**config.mk**
```make
export PLATFORM = sky130hd
export DESIGN_NAME = sgsel_top
export DESIGN_NICKNAME = d
export VERILOG_FILES = /design/src/verilog/sgsel_pkg.sv /design/src/verilog/sgsel_top.sv /design/src/verilog/sgsel_sync.sv /design/src/verilog/sgsel_param_mem.sv
export VERILOG_INCLUDE_DIRS = /design/src /design/src/verilog
export SDC_FILE = /design/constraint.sdc
export NUM_CORES = 2
export LEC_CHECK = 0
export ABC_CLOCK_PERIOD_IN_PS = 4300
export BUFFER_PORTS_ARGS = -buffer_cell sky130_fd_sc_hd__clkbuf_2
export CORE_MARGIN = 2
export CORE_UTILIZATION = 60
export DETAILED_ROUTE_END_ITERATION = 10
export PLACE_DENSITY = 0.74
export SKIP_CTS_REPAIR_TIMING = 1
export SYNTH_ARGS = -nofsm -noshare
export SYNTH_HDL_FRONTEND = slang
export SYNTH_SLANG_ARGS = --single-unit
```
**constraint.sdc**
```tcl
create_clock -name sys_clk -period 4.3 [get_ports sys_clk]
set_input_delay 0.215 -clock sys_clk [delete_from_list [all_inputs] [get_ports sys_clk]]
set_output_delay 0.215 -clock sys_clk [all_outputs]
set_load 0.005 [all_outputs]
```
**src/verilog/sgsel_params.svh**
```systemverilog
/*
 * Constants of the setting group selector: register byte offsets,
 * field positions, reset values and parameter-store defaults.
 * Assumes it is included by bare name from the selector's design files.
 */
`ifndef SGSEL_PARAMS_SVH
`define SGSEL_PARAMS_SVH

// ----------------------------------------------------------------
// Register byte offsets
// ----------------------------------------------------------------
`define SGSEL_OFS_FORCE_EN    12'h000
`define SGSEL_OFS_FORCE_SEL   12'h004
`define SGSEL_OFS_USED        12'h008
`define SGSEL_OFS_REMOTE      12'h00C
`define SGSEL_OFS_STATUS      12'h010
`define SGSEL_OFS_PARAM_SEL   12'h014
`define SGSEL_OFS_PARAM_DATA  12'h018

// ----------------------------------------------------------------
// Field positions
// ----------------------------------------------------------------
`define SGSEL_STAT_ACT_LSB    0
`define SGSEL_STAT_NCFG_BIT   8
`define SGSEL_STAT_FFAIL_BIT  9
`define SGSEL_STAT_LOWP_BIT   10

// ----------------------------------------------------------------
// Reset values and counts
// ----------------------------------------------------------------
`define SGSEL_GROUPS          8
`define SGSEL_WORDS           4
`define SGSEL_ACTIVE_RST      3'h0
`define SGSEL_USED_RST        3'h0
`define SGSEL_CHOICE_NONE     4'h0
`define SGSEL_FORCE_RST       1'b0
`define SGSEL_PARAM_DEFAULT   32'h0000_0000

`endif

```
**src/verilog/sgsel_pkg.sv**
```systemverilog
/*
 * Types shared by the setting group selector files.
 * Assumes nothing of its surroundings.
 */
`default_nettype none

package sgsel_pkg;
   // Group index, 0 stands for group 1
   typedef logic [2:0] sgsel_group_type;
   // Choice field: 0 is no selection, 1..8 name a group
   typedef logic [3:0] sgsel_choice_type;
   // Parameter store address: group then word
   typedef logic [4:0] sgsel_paddr_type;
endpackage

`default_nettype wire

```
**src/verilog/sgsel_top.sv**
```systemverilog
/*
 * Setting group selector: keeps one of eight groups active from
 * request pins, a forced selection and a remote selection, with an
 * APB register file and a per-group parameter store.
 * Assumes an APB master on sys_clk and asynchronous request pins.
 */
// The implementer's own choices: the APB slave port and the placing of the registers.
`timescale 1ns/1ns
`default_nettype none
`include "sgsel_params.svh"

module sgsel_top
(
   // Clock and reset
   input  wire logic        sys_clk,
   input  wire logic        rstn,
   // APB slave
   input  wire logic        psel,
   input  wire logic        penable,
   input  wire logic        pwrite,
   input  wire logic [11:0] paddr,
   input  wire logic [31:0] pwdata,
   output var  logic [31:0] prdata,
   output var  logic        pready,
   output var  logic        pslverr,
   // Group request pins
   input  wire logic        group_one_request,
   input  wire logic        group_two_request,
   input  wire logic        group_three_request,
   input  wire logic        group_four_request,
   input  wire logic        group_five_request,
   input  wire logic        group_six_request,
   input  wire logic        group_seven_request,
   input  wire logic        group_eight_request,
   // Selection status
   output var  logic [2:0]  active_group,
   output var  logic [7:0]  active_onehot
);

   //----------------------------------------------------------------
   // Declarations
   //----------------------------------------------------------------
   logic [7:0]                  req_pins;
   logic [7:0]                  req_sync;
   sgsel_pkg::sgsel_group_type  act_reg;
   sgsel_pkg::sgsel_group_type  act_next;
   sgsel_pkg::sgsel_group_type  used_reg;
   sgsel_pkg::sgsel_choice_type force_sel_reg;
   sgsel_pkg::sgsel_choice_type remote_reg;
   sgsel_pkg::sgsel_paddr_type  psel_addr_reg;
   logic                        forced_override_enable_reg;
   logic                        prev_force_reg;
   logic                        prev_any_reg;
   sgsel_pkg::sgsel_group_type  prev_top_reg;
   logic                        ncfg_reg;
   logic                        ffail_reg;
   logic                        lowp_reg;
   logic                        wr_acc;
   logic                        force_wr;
   logic                        remote_wr;
   logic                        used_wr;
   logic                        stat_wr;
   logic                        top_any;
   sgsel_pkg::sgsel_group_type  top_idx;
   logic                        top_new;
   logic                        ncfg_set;
   logic                        ffail_set;
   logic                        lowp_set;
   logic [7:0]                  load_mask;
   logic [31:0]                 mem_rdata;
   sgsel_pkg::sgsel_group_type  remote_grp;

   //----------------------------------------------------------------
   // Request synchronisers
   //----------------------------------------------------------------
   assign req_pins = {group_eight_request, group_seven_request, group_six_request,
                      group_five_request, group_four_request, group_three_request,
                      group_two_request, group_one_request};

   sgsel_sync u_sync
   (
      .sys_clk  (sys_clk),
      .rstn     (rstn),
      .pin_in   (req_pins),
      .sync_out (req_sync)
   );

   //----------------------------------------------------------------
   // APB decode
   //----------------------------------------------------------------
   // Zero wait states: the store read register follows PARAM_SEL
   // before any access phase that could read it.
   assign pready   = 1'b1;
   assign pslverr  = 1'b0;
   assign wr_acc   = psel && penable && pwrite;
   assign force_wr  = wr_acc && (paddr == `SGSEL_OFS_FORCE_SEL);
   assign remote_wr = wr_acc && (paddr == `SGSEL_OFS_REMOTE);
   assign used_wr   = wr_acc && (paddr == `SGSEL_OFS_USED);
   assign stat_wr   = wr_acc && (paddr == `SGSEL_OFS_STATUS);

   always_comb
   begin
      case (paddr)
         `SGSEL_OFS_FORCE_EN:   prdata = {31'h0000_0000, forced_override_enable_reg};
         `SGSEL_OFS_FORCE_SEL:  prdata = {28'h000_0000, force_sel_reg};
         `SGSEL_OFS_USED:       prdata = {29'h0000_0000, used_reg};
         `SGSEL_OFS_REMOTE:     prdata = {28'h000_0000, remote_reg};
         `SGSEL_OFS_STATUS:     prdata = {21'h00_0000, lowp_reg, ffail_reg, ncfg_reg,
                                          5'h00, act_reg};
         `SGSEL_OFS_PARAM_SEL:  prdata = {27'h000_0000, psel_addr_reg};
         `SGSEL_OFS_PARAM_DATA: prdata = mem_rdata;
         default:               prdata = 32'h0000_0000;
      endcase
   end

   //----------------------------------------------------------------
   // Configuration registers
   //----------------------------------------------------------------
   always_ff @(posedge sys_clk or negedge rstn)
   begin
      if (!rstn)
         forced_override_enable_reg <= `SGSEL_FORCE_RST;
      else if (wr_acc && (paddr == `SGSEL_OFS_FORCE_EN))
         forced_override_enable_reg <= pwdata[0];
   end

   // Out-of-range codes fold to no selection
   always_ff @(posedge sys_clk or negedge rstn)
   begin
      if (!rstn)
      begin
         force_sel_reg <= `SGSEL_CHOICE_NONE;
         remote_reg    <= `SGSEL_CHOICE_NONE;
      end
      else
      begin
         if (force_wr)
            force_sel_reg <= (pwdata[3:0] > 4'h8) ? `SGSEL_CHOICE_NONE : pwdata[3:0];
         if (remote_wr)
            remote_reg <= (pwdata[3:0] > 4'h8) ? `SGSEL_CHOICE_NONE : pwdata[3:0];
      end
   end

   always_ff @(posedge sys_clk or negedge rstn)
   begin
      if (!rstn)
         used_reg <= `SGSEL_USED_RST;
      else if (used_wr)
         used_reg <= pwdata[2:0];
   end

   always_ff @(posedge sys_clk or negedge rstn)
   begin
      if (!rstn)
         psel_addr_reg <= 5'h00;
      else if (wr_acc && (paddr == `SGSEL_OFS_PARAM_SEL))
         psel_addr_reg <= pwdata[4:0];
   end

   //----------------------------------------------------------------
   // Parameter store with default load on growth
   //----------------------------------------------------------------
   genvar g;
   generate
      for (g = 0; g < 8; g = g + 1)
      begin : g_load
         assign load_mask[g] = used_wr && (3'(g) > used_reg) && (3'(g) <= pwdata[2:0]);
      end
   endgenerate

   sgsel_param_mem u_mem
   (
      .sys_clk   (sys_clk),
      .rstn      (rstn),
      .wr_en     (wr_acc && (paddr == `SGSEL_OFS_PARAM_DATA)),
      .addr      (psel_addr_reg),
      .wr_data   (pwdata),
      .rd_data   (mem_rdata),
      .load_mask (load_mask)
   );

   //----------------------------------------------------------------
   // Priority evaluation
   //----------------------------------------------------------------
   // Lowest set bit wins, so group 8 never masks anything
   always_comb
   begin
      top_idx = 3'h0;
      top_any = 1'b0;
      for (int i = 7; i >= 0; i--)
      begin
         if (req_sync[i])
         begin
            top_idx = 3'(i);
            top_any = 1'b1;
         end
      end
   end

   // A winner is applied only when it changes or forcing has just been released, so a held level does
   // not cancel a later remote choice of a higher group.
   assign top_new    = top_any && (!prev_any_reg || (top_idx != prev_top_reg)
                                   || prev_force_reg);
   assign remote_grp = 3'(pwdata[3:0] - 4'h1);

   always_comb
   begin
      act_next  = act_reg;
      ncfg_set  = 1'b0;
      ffail_set = 1'b0;
      lowp_set  = 1'b0;
      if (forced_override_enable_reg)
      begin
         // Inputs and remote requests have no effect while forced
         if (force_wr && (pwdata[3:0] != 4'h0) && (pwdata[3:0] <= 4'h8))
         begin
            if (3'(pwdata[3:0] - 4'h1) <= used_reg)
               act_next = 3'(pwdata[3:0] - 4'h1);
            else
               ncfg_set = 1'b1;
         end
      end
      else
      begin
         if (force_wr)
            ffail_set = 1'b1;
         if (top_new)
         begin
            if (top_idx <= used_reg)
               act_next = top_idx;
            else
               ncfg_set = 1'b1;
         end
         if (remote_wr && (pwdata[3:0] != 4'h0) && (pwdata[3:0] <= 4'h8))
         begin
            if (top_any && (top_idx < remote_grp))
               lowp_set = 1'b1;
            else if (remote_grp > used_reg)
               ncfg_set = 1'b1;
            else if (!top_new)
               act_next = remote_grp;
         end
      end
      // Shrinking the range drops back to group 1
      if (used_wr && (act_next > pwdata[2:0]))
         act_next = `SGSEL_ACTIVE_RST;
   end

   //----------------------------------------------------------------
   // Active group and history
   //----------------------------------------------------------------
   always_ff @(posedge sys_clk or negedge rstn)
   begin
      if (!rstn)
         act_reg <= `SGSEL_ACTIVE_RST;
      else
         act_reg <= act_next;
   end

   always_ff @(posedge sys_clk or negedge rstn)
   begin
      if (!rstn)
      begin
         prev_force_reg <= 1'b0;
         prev_any_reg   <= 1'b0;
         prev_top_reg   <= 3'h0;
      end
      else
      begin
         prev_force_reg <= forced_override_enable_reg;
         prev_any_reg   <= top_any;
         prev_top_reg   <= top_idx;
      end
   end

   assign active_group = act_reg;

   always_ff @(posedge sys_clk or negedge rstn)
   begin
      if (!rstn)
         active_onehot <= 8'h01;
      else
         active_onehot <= 8'(8'h01 << act_next);
   end

   //----------------------------------------------------------------
   // Sticky failure flags, write one to clear, set wins
   //----------------------------------------------------------------
   always_ff @(posedge sys_clk or negedge rstn)
   begin
      if (!rstn)
      begin
         ncfg_reg  <= 1'b0;
         ffail_reg <= 1'b0;
         lowp_reg  <= 1'b0;
      end
      else
      begin
         ncfg_reg  <= ncfg_set  || (ncfg_reg  && !(stat_wr && pwdata[`SGSEL_STAT_NCFG_BIT]));
         ffail_reg <= ffail_set || (ffail_reg && !(stat_wr && pwdata[`SGSEL_STAT_FFAIL_BIT]));
         lowp_reg  <= lowp_set  || (lowp_reg  && !(stat_wr && pwdata[`SGSEL_STAT_LOWP_BIT]));
      end
   end
endmodule

`default_nettype wire

```
**src/verilog/sgsel_sync.sv**
```systemverilog
/*
 * Two-flop synchroniser for the eight group request pins.
 * Assumes the pins are asynchronous to sys_clk.
 */
`timescale 1ns/1ns
`default_nettype none

module sgsel_sync
(
   // Clock and reset
   input  wire logic       sys_clk,
   input  wire logic       rstn,
   // Pins and synchronised levels
   input  wire logic [7:0] pin_in,
   output var  logic [7:0] sync_out
);

   logic [7:0] meta_reg;

   genvar i;
   generate
      for (i = 0; i < 8; i = i + 1)
      begin : g_bit
         always_ff @(posedge sys_clk or negedge rstn)
         begin
            if (!rstn)
            begin
               meta_reg[i] <= 1'b0;
               sync_out[i] <= 1'b0;
            end
            else
            begin
               meta_reg[i] <= pin_in[i];
               sync_out[i] <= meta_reg[i];
            end
         end
      end
   endgenerate

endmodule

`default_nettype wire

```
**src/verilog/sgsel_param_mem.sv**
```systemverilog
/*
 * Per-group parameter store, eight groups of four words.
 * Read data come from a register; a load mask restores defaults of
 * whole groups in one cycle and wins over a software write.
 */
`timescale 1ns/1ns
`default_nettype none
`include "sgsel_params.svh"

module sgsel_param_mem
(
   // Clock and reset
   input  wire logic                  sys_clk,
   input  wire logic                  rstn,
   // Software port
   input  wire logic                  wr_en,
   input  wire sgsel_pkg::sgsel_paddr_type addr,
   input  wire logic [31:0]           wr_data,
   output var  logic [31:0]           rd_data,
   // Default load per group
   input  wire logic [7:0]            load_mask
);

   logic [31:0] mem_reg [0:31];

   genvar e;
   generate
      for (e = 0; e < 32; e = e + 1)
      begin : g_entry
         always_ff @(posedge sys_clk or negedge rstn)
         begin
            if (!rstn)
               mem_reg[e] <= `SGSEL_PARAM_DEFAULT;
            else if (load_mask[e / `SGSEL_WORDS])
               mem_reg[e] <= `SGSEL_PARAM_DEFAULT;
            else if (wr_en && (addr == 5'(e)))
               mem_reg[e] <= wr_data;
         end
      end
   endgenerate

   always_ff @(posedge sys_clk or negedge rstn)
   begin
      if (!rstn)
         rd_data <= 32'h0000_0000;
      else
         rd_data <= mem_reg[addr];
   end

endmodule

`default_nettype wire

```
==> impl_metrics.env <==
export IMPL_post_drt_wl_per_cell_um=24.8
export IMPL_grt_pass1_wl_mm=229
export IMPL_grt_antenna_before_repair=1
export IMPL_cp_end_kind="flop"
export IMPL_grt_pass1_vias=38308
export IMPL_cts_sinks=1108
export IMPL_num_io_pins=102
export IMPL_min_period_ns=3.94
export IMPL_finalHoldViolCount=1
export IMPL_design_die_area_mm2=0.0900
export IMPL_synth_common_cells="nand2_1, dfrtp_1, a21oi_1"
export IMPL_period_share=0.916
export IMPL_outcome="complete, but fails checks"
export IMPL_design_area_mm2=0.0581
export IMPL_worst_pin_slew_ns=1.20
export IMPL_hold_ws_ns=-0.00522
export IMPL_grt_ovfl_total=0
export IMPL_synth_simple_area_share=0.129
export IMPL_ant_nets=0
export IMPL_coreArea_mm2=0.0868
export IMPL_crit_slowest_cell="or4_1"
export IMPL_insertion_delay_ns=0.72
export IMPL_die_w_um=300
export IMPL_path_clk_slew_ns=0.06
export IMPL_yosys_area_top_type="dfrtp_1"
export IMPL_synth_top_family_by_area="multiplexers"
export IMPL_place_gp_congestion=0.876
export IMPL_remaining_drc_errors=0
export IMPL_leakagePower_nw=25.7
export IMPL_syn_area_mm2=0.0526
export IMPL_initial_utilization=0.606
export IMPL_ys_flop_type="dfrtp_1"
export IMPL_synth_most_common_cell="nand2_1"
export IMPL_numCtsBuffers=113
export IMPL_gr_usage_all_layers=0.332
export IMPL_crit_arrival_ns=4.54
export IMPL_portBuffers=99
export IMPL_cp_common_cell="ha_1"
export IMPL_area_delta_synth_final_pct=10.5
export IMPL_timing_fmax_ghz=0.254
export IMPL_synth_edff_count=0
export IMPL_setup_viol=0
export IMPL_cpPeakStageDelay_ns=0.59
export IMPL_maxSlewHeadroom=0.199
export IMPL_crit_chain="or4_1, nor2_2, ha_1, a31oi_1, and2_1, mux2i_1, nor2_1, a221oi_2, inv_1, ha_1, a21o_1, a21oi_1, a311o_1, nand2_1, nor3_1"
export IMPL_totalPowerFinal_w=0.0210
export IMPL_finalSetupTns_ns=0
export IMPL_rsz0062_at_grt="no"
export IMPL_clockRootBuffer="clkbuf_16"
export IMPL_via_per_inst=6.43
export IMPL_cp_max_fo=6
export IMPL_drive_above_1_share=0.202
export IMPL_synth_mux_area_frac=0.233
export IMPL_largest_reg_flops=1024
export IMPL_ys_ff_latch=1108
export IMPL_finalWirelength_mm=146
export IMPL_min_path_type="primary input to flop"
export IMPL_ys_warn_count=0
export IMPL_placed_area_mm2=0.0542
export IMPL_cp_required_ns=4.90
export IMPL_syn_num_nets=4821
export IMPL_synth_top_area_frac=0.527
export IMPL_ir_drop_uv=370
export IMPL_rows=108
export IMPL_syn_avg_cell_area_um2=11.1
export IMPL_cts_buffer_depth=3
export IMPL_grt_max_degree=129
export IMPL_dp_final_hpwl_mm=85.0
export IMPL_drt_iter0_drc=4392
export IMPL_synth_xor_area_frac=0
export IMPL_violations="hold timing"
export IMPL_yosysUniqueCellTypes=62
export IMPL_tritoncts="built"
export IMPL_cp_buffers_inverters=1
export IMPL_final_util=0.670
export IMPL_synth_fa_ha_area_frac=0.00381
export IMPL_ys_async_sr_fraction=1.00
export IMPL_start_kind="flop"
export IMPL_htreeDepth=3
export IMPL_dr_pass1_iters=6
export IMPL_netlist_instances=4748
export IMPL_fin_skew_ns=0.0488
export IMPL_synthTopCellsByArea="dfrtp_1, mux4_2, nand2_1"
export IMPL_crit_type="flop to flop"
export IMPL_die_height_um=300
export IMPL_crit_family="simple AND/OR/NAND/NOR gates"
export IMPL_fin_nets=4713
export IMPL_vias=37848
export IMPL_power_density_mw_per_mm2=362
export IMPL_max_cap_viol_count=0
export IMPL_synth_seq_area_share=0.527
export IMPL_synth_compound_area_share=0.0654
export IMPL_drv_slew=0
==> through the flow <==
stage | setup WS [ns] | hold slack, ns | instances
after floorplan | 0.450 | -0.0806 | 4748
after global placement | 0.263 | 0.327 | 5667
after detailed placement | 0.106 | 0.325 | 5667
after CTS | 0.102 | -0.389 | 5875
final | 0.360 | -0.00522 | 5889
after global routing | 0.0459 | 0.0187 | 5888
==> worst min-delay path, stage by stage <==
cell	delay (ns)
clkbuf_2	0.11
inv_1	0.08
buf_4	0.16
mux2i_1	0.08
==> routing by layer <==
layer  routed length, µm  GRT usage  vias to the layer above
met5                   0          0                        -
met3               13500     0.0626                      361
met2               68400      0.516                     1985
li1                    -          -                    16041
met4                6270      0.129                        0
met1               58000      0.471                    19461
==> cell usage in the layout, fill, tap and decap left out, drive strengths merged, types with 8 or more instances in the layout <==
cell | Yosys | final
a21oi | 583 | 583
and2 | 29 | 29
buf | 122 | 134
bufinv | 0 | 8
clkbuf | 345 | 262
clkinv | 0 | 29
dfrtp | 1107 | 1107
dlygate4sd3 | 0 | 12
ha | 16 | 16
inv | 20 | 24
mux2 | 162 | 162
mux2i | 324 | 324
mux4 | 320 | 320
nand2 | 1183 | 1183
nand2b | 13 | 13
nand3 | 13 | 13
nor2 | 350 | 350
nor3 | 22 | 22
nor4 | 15 | 15
o21ai | 30 | 30
or2 | 9 | 9
or3 | 11 | 11
==> area by class of cell <==
class | count | area [µm²]
Multi-Input combinational cell | 3153 | 22900
Tap cell | 1155 | 1450
Clock buffer | 164 | 3280
Antenna cell | 1 | 2.50
Inverter | 20 | 75.1
Timing Repair Buffer | 244 | 2120
Clock inverter | 44 | 519
Sequential cell | 1108 | 27700
Fill cell | 6276 | 28600
==> power breakdown <==
group          total (W)  internal [W]  leakage, nW  switching, W
clock network     0.0100       0.00578         1.88       0.00424
registers         0.0104        0.0104         15.4    0.00000972
logic           0.000554     0.0000998         8.46      0.000454
==> final timing paths <==
path / startpoint / slack, ns / to / depth (start not counted)
max in group asynchronous: rstn / 2.85 / u_mem.rd_data[0]$_DFF_PN0_ / 3
max reg2reg: u_sync.sync_out[0]$_DFF_PN0_ / 0.36 / active_onehot[5]$_DFF_PN0_ / 15
min: pwdata[0] / -0.005 / forced_override_enable_reg$_DFFE_PN0P_ / 4
min in group asynchronous: rstn / 0.18 / u_mem.mem_reg[360]$_DFFE_PN0P_ / 2
min reg2reg: u_sync.meta_reg[5]$_DFF_PN0_ / 0.35 / u_sync.sync_out[5]$_DFF_PN0_ / 0
max: u_sync.sync_out[0]$_DFF_PN0_ / 0.36 / active_onehot[5]$_DFF_PN0_ / 15
==> kinds of logic after synthesis <==
kind of cell,Yosys count
simple gates,1672
flops,1108
mux,806
compound gates,657
buf+inv,487
fa+ha+maj,16
other cells,2
Power figures use the tool's default switching activity.
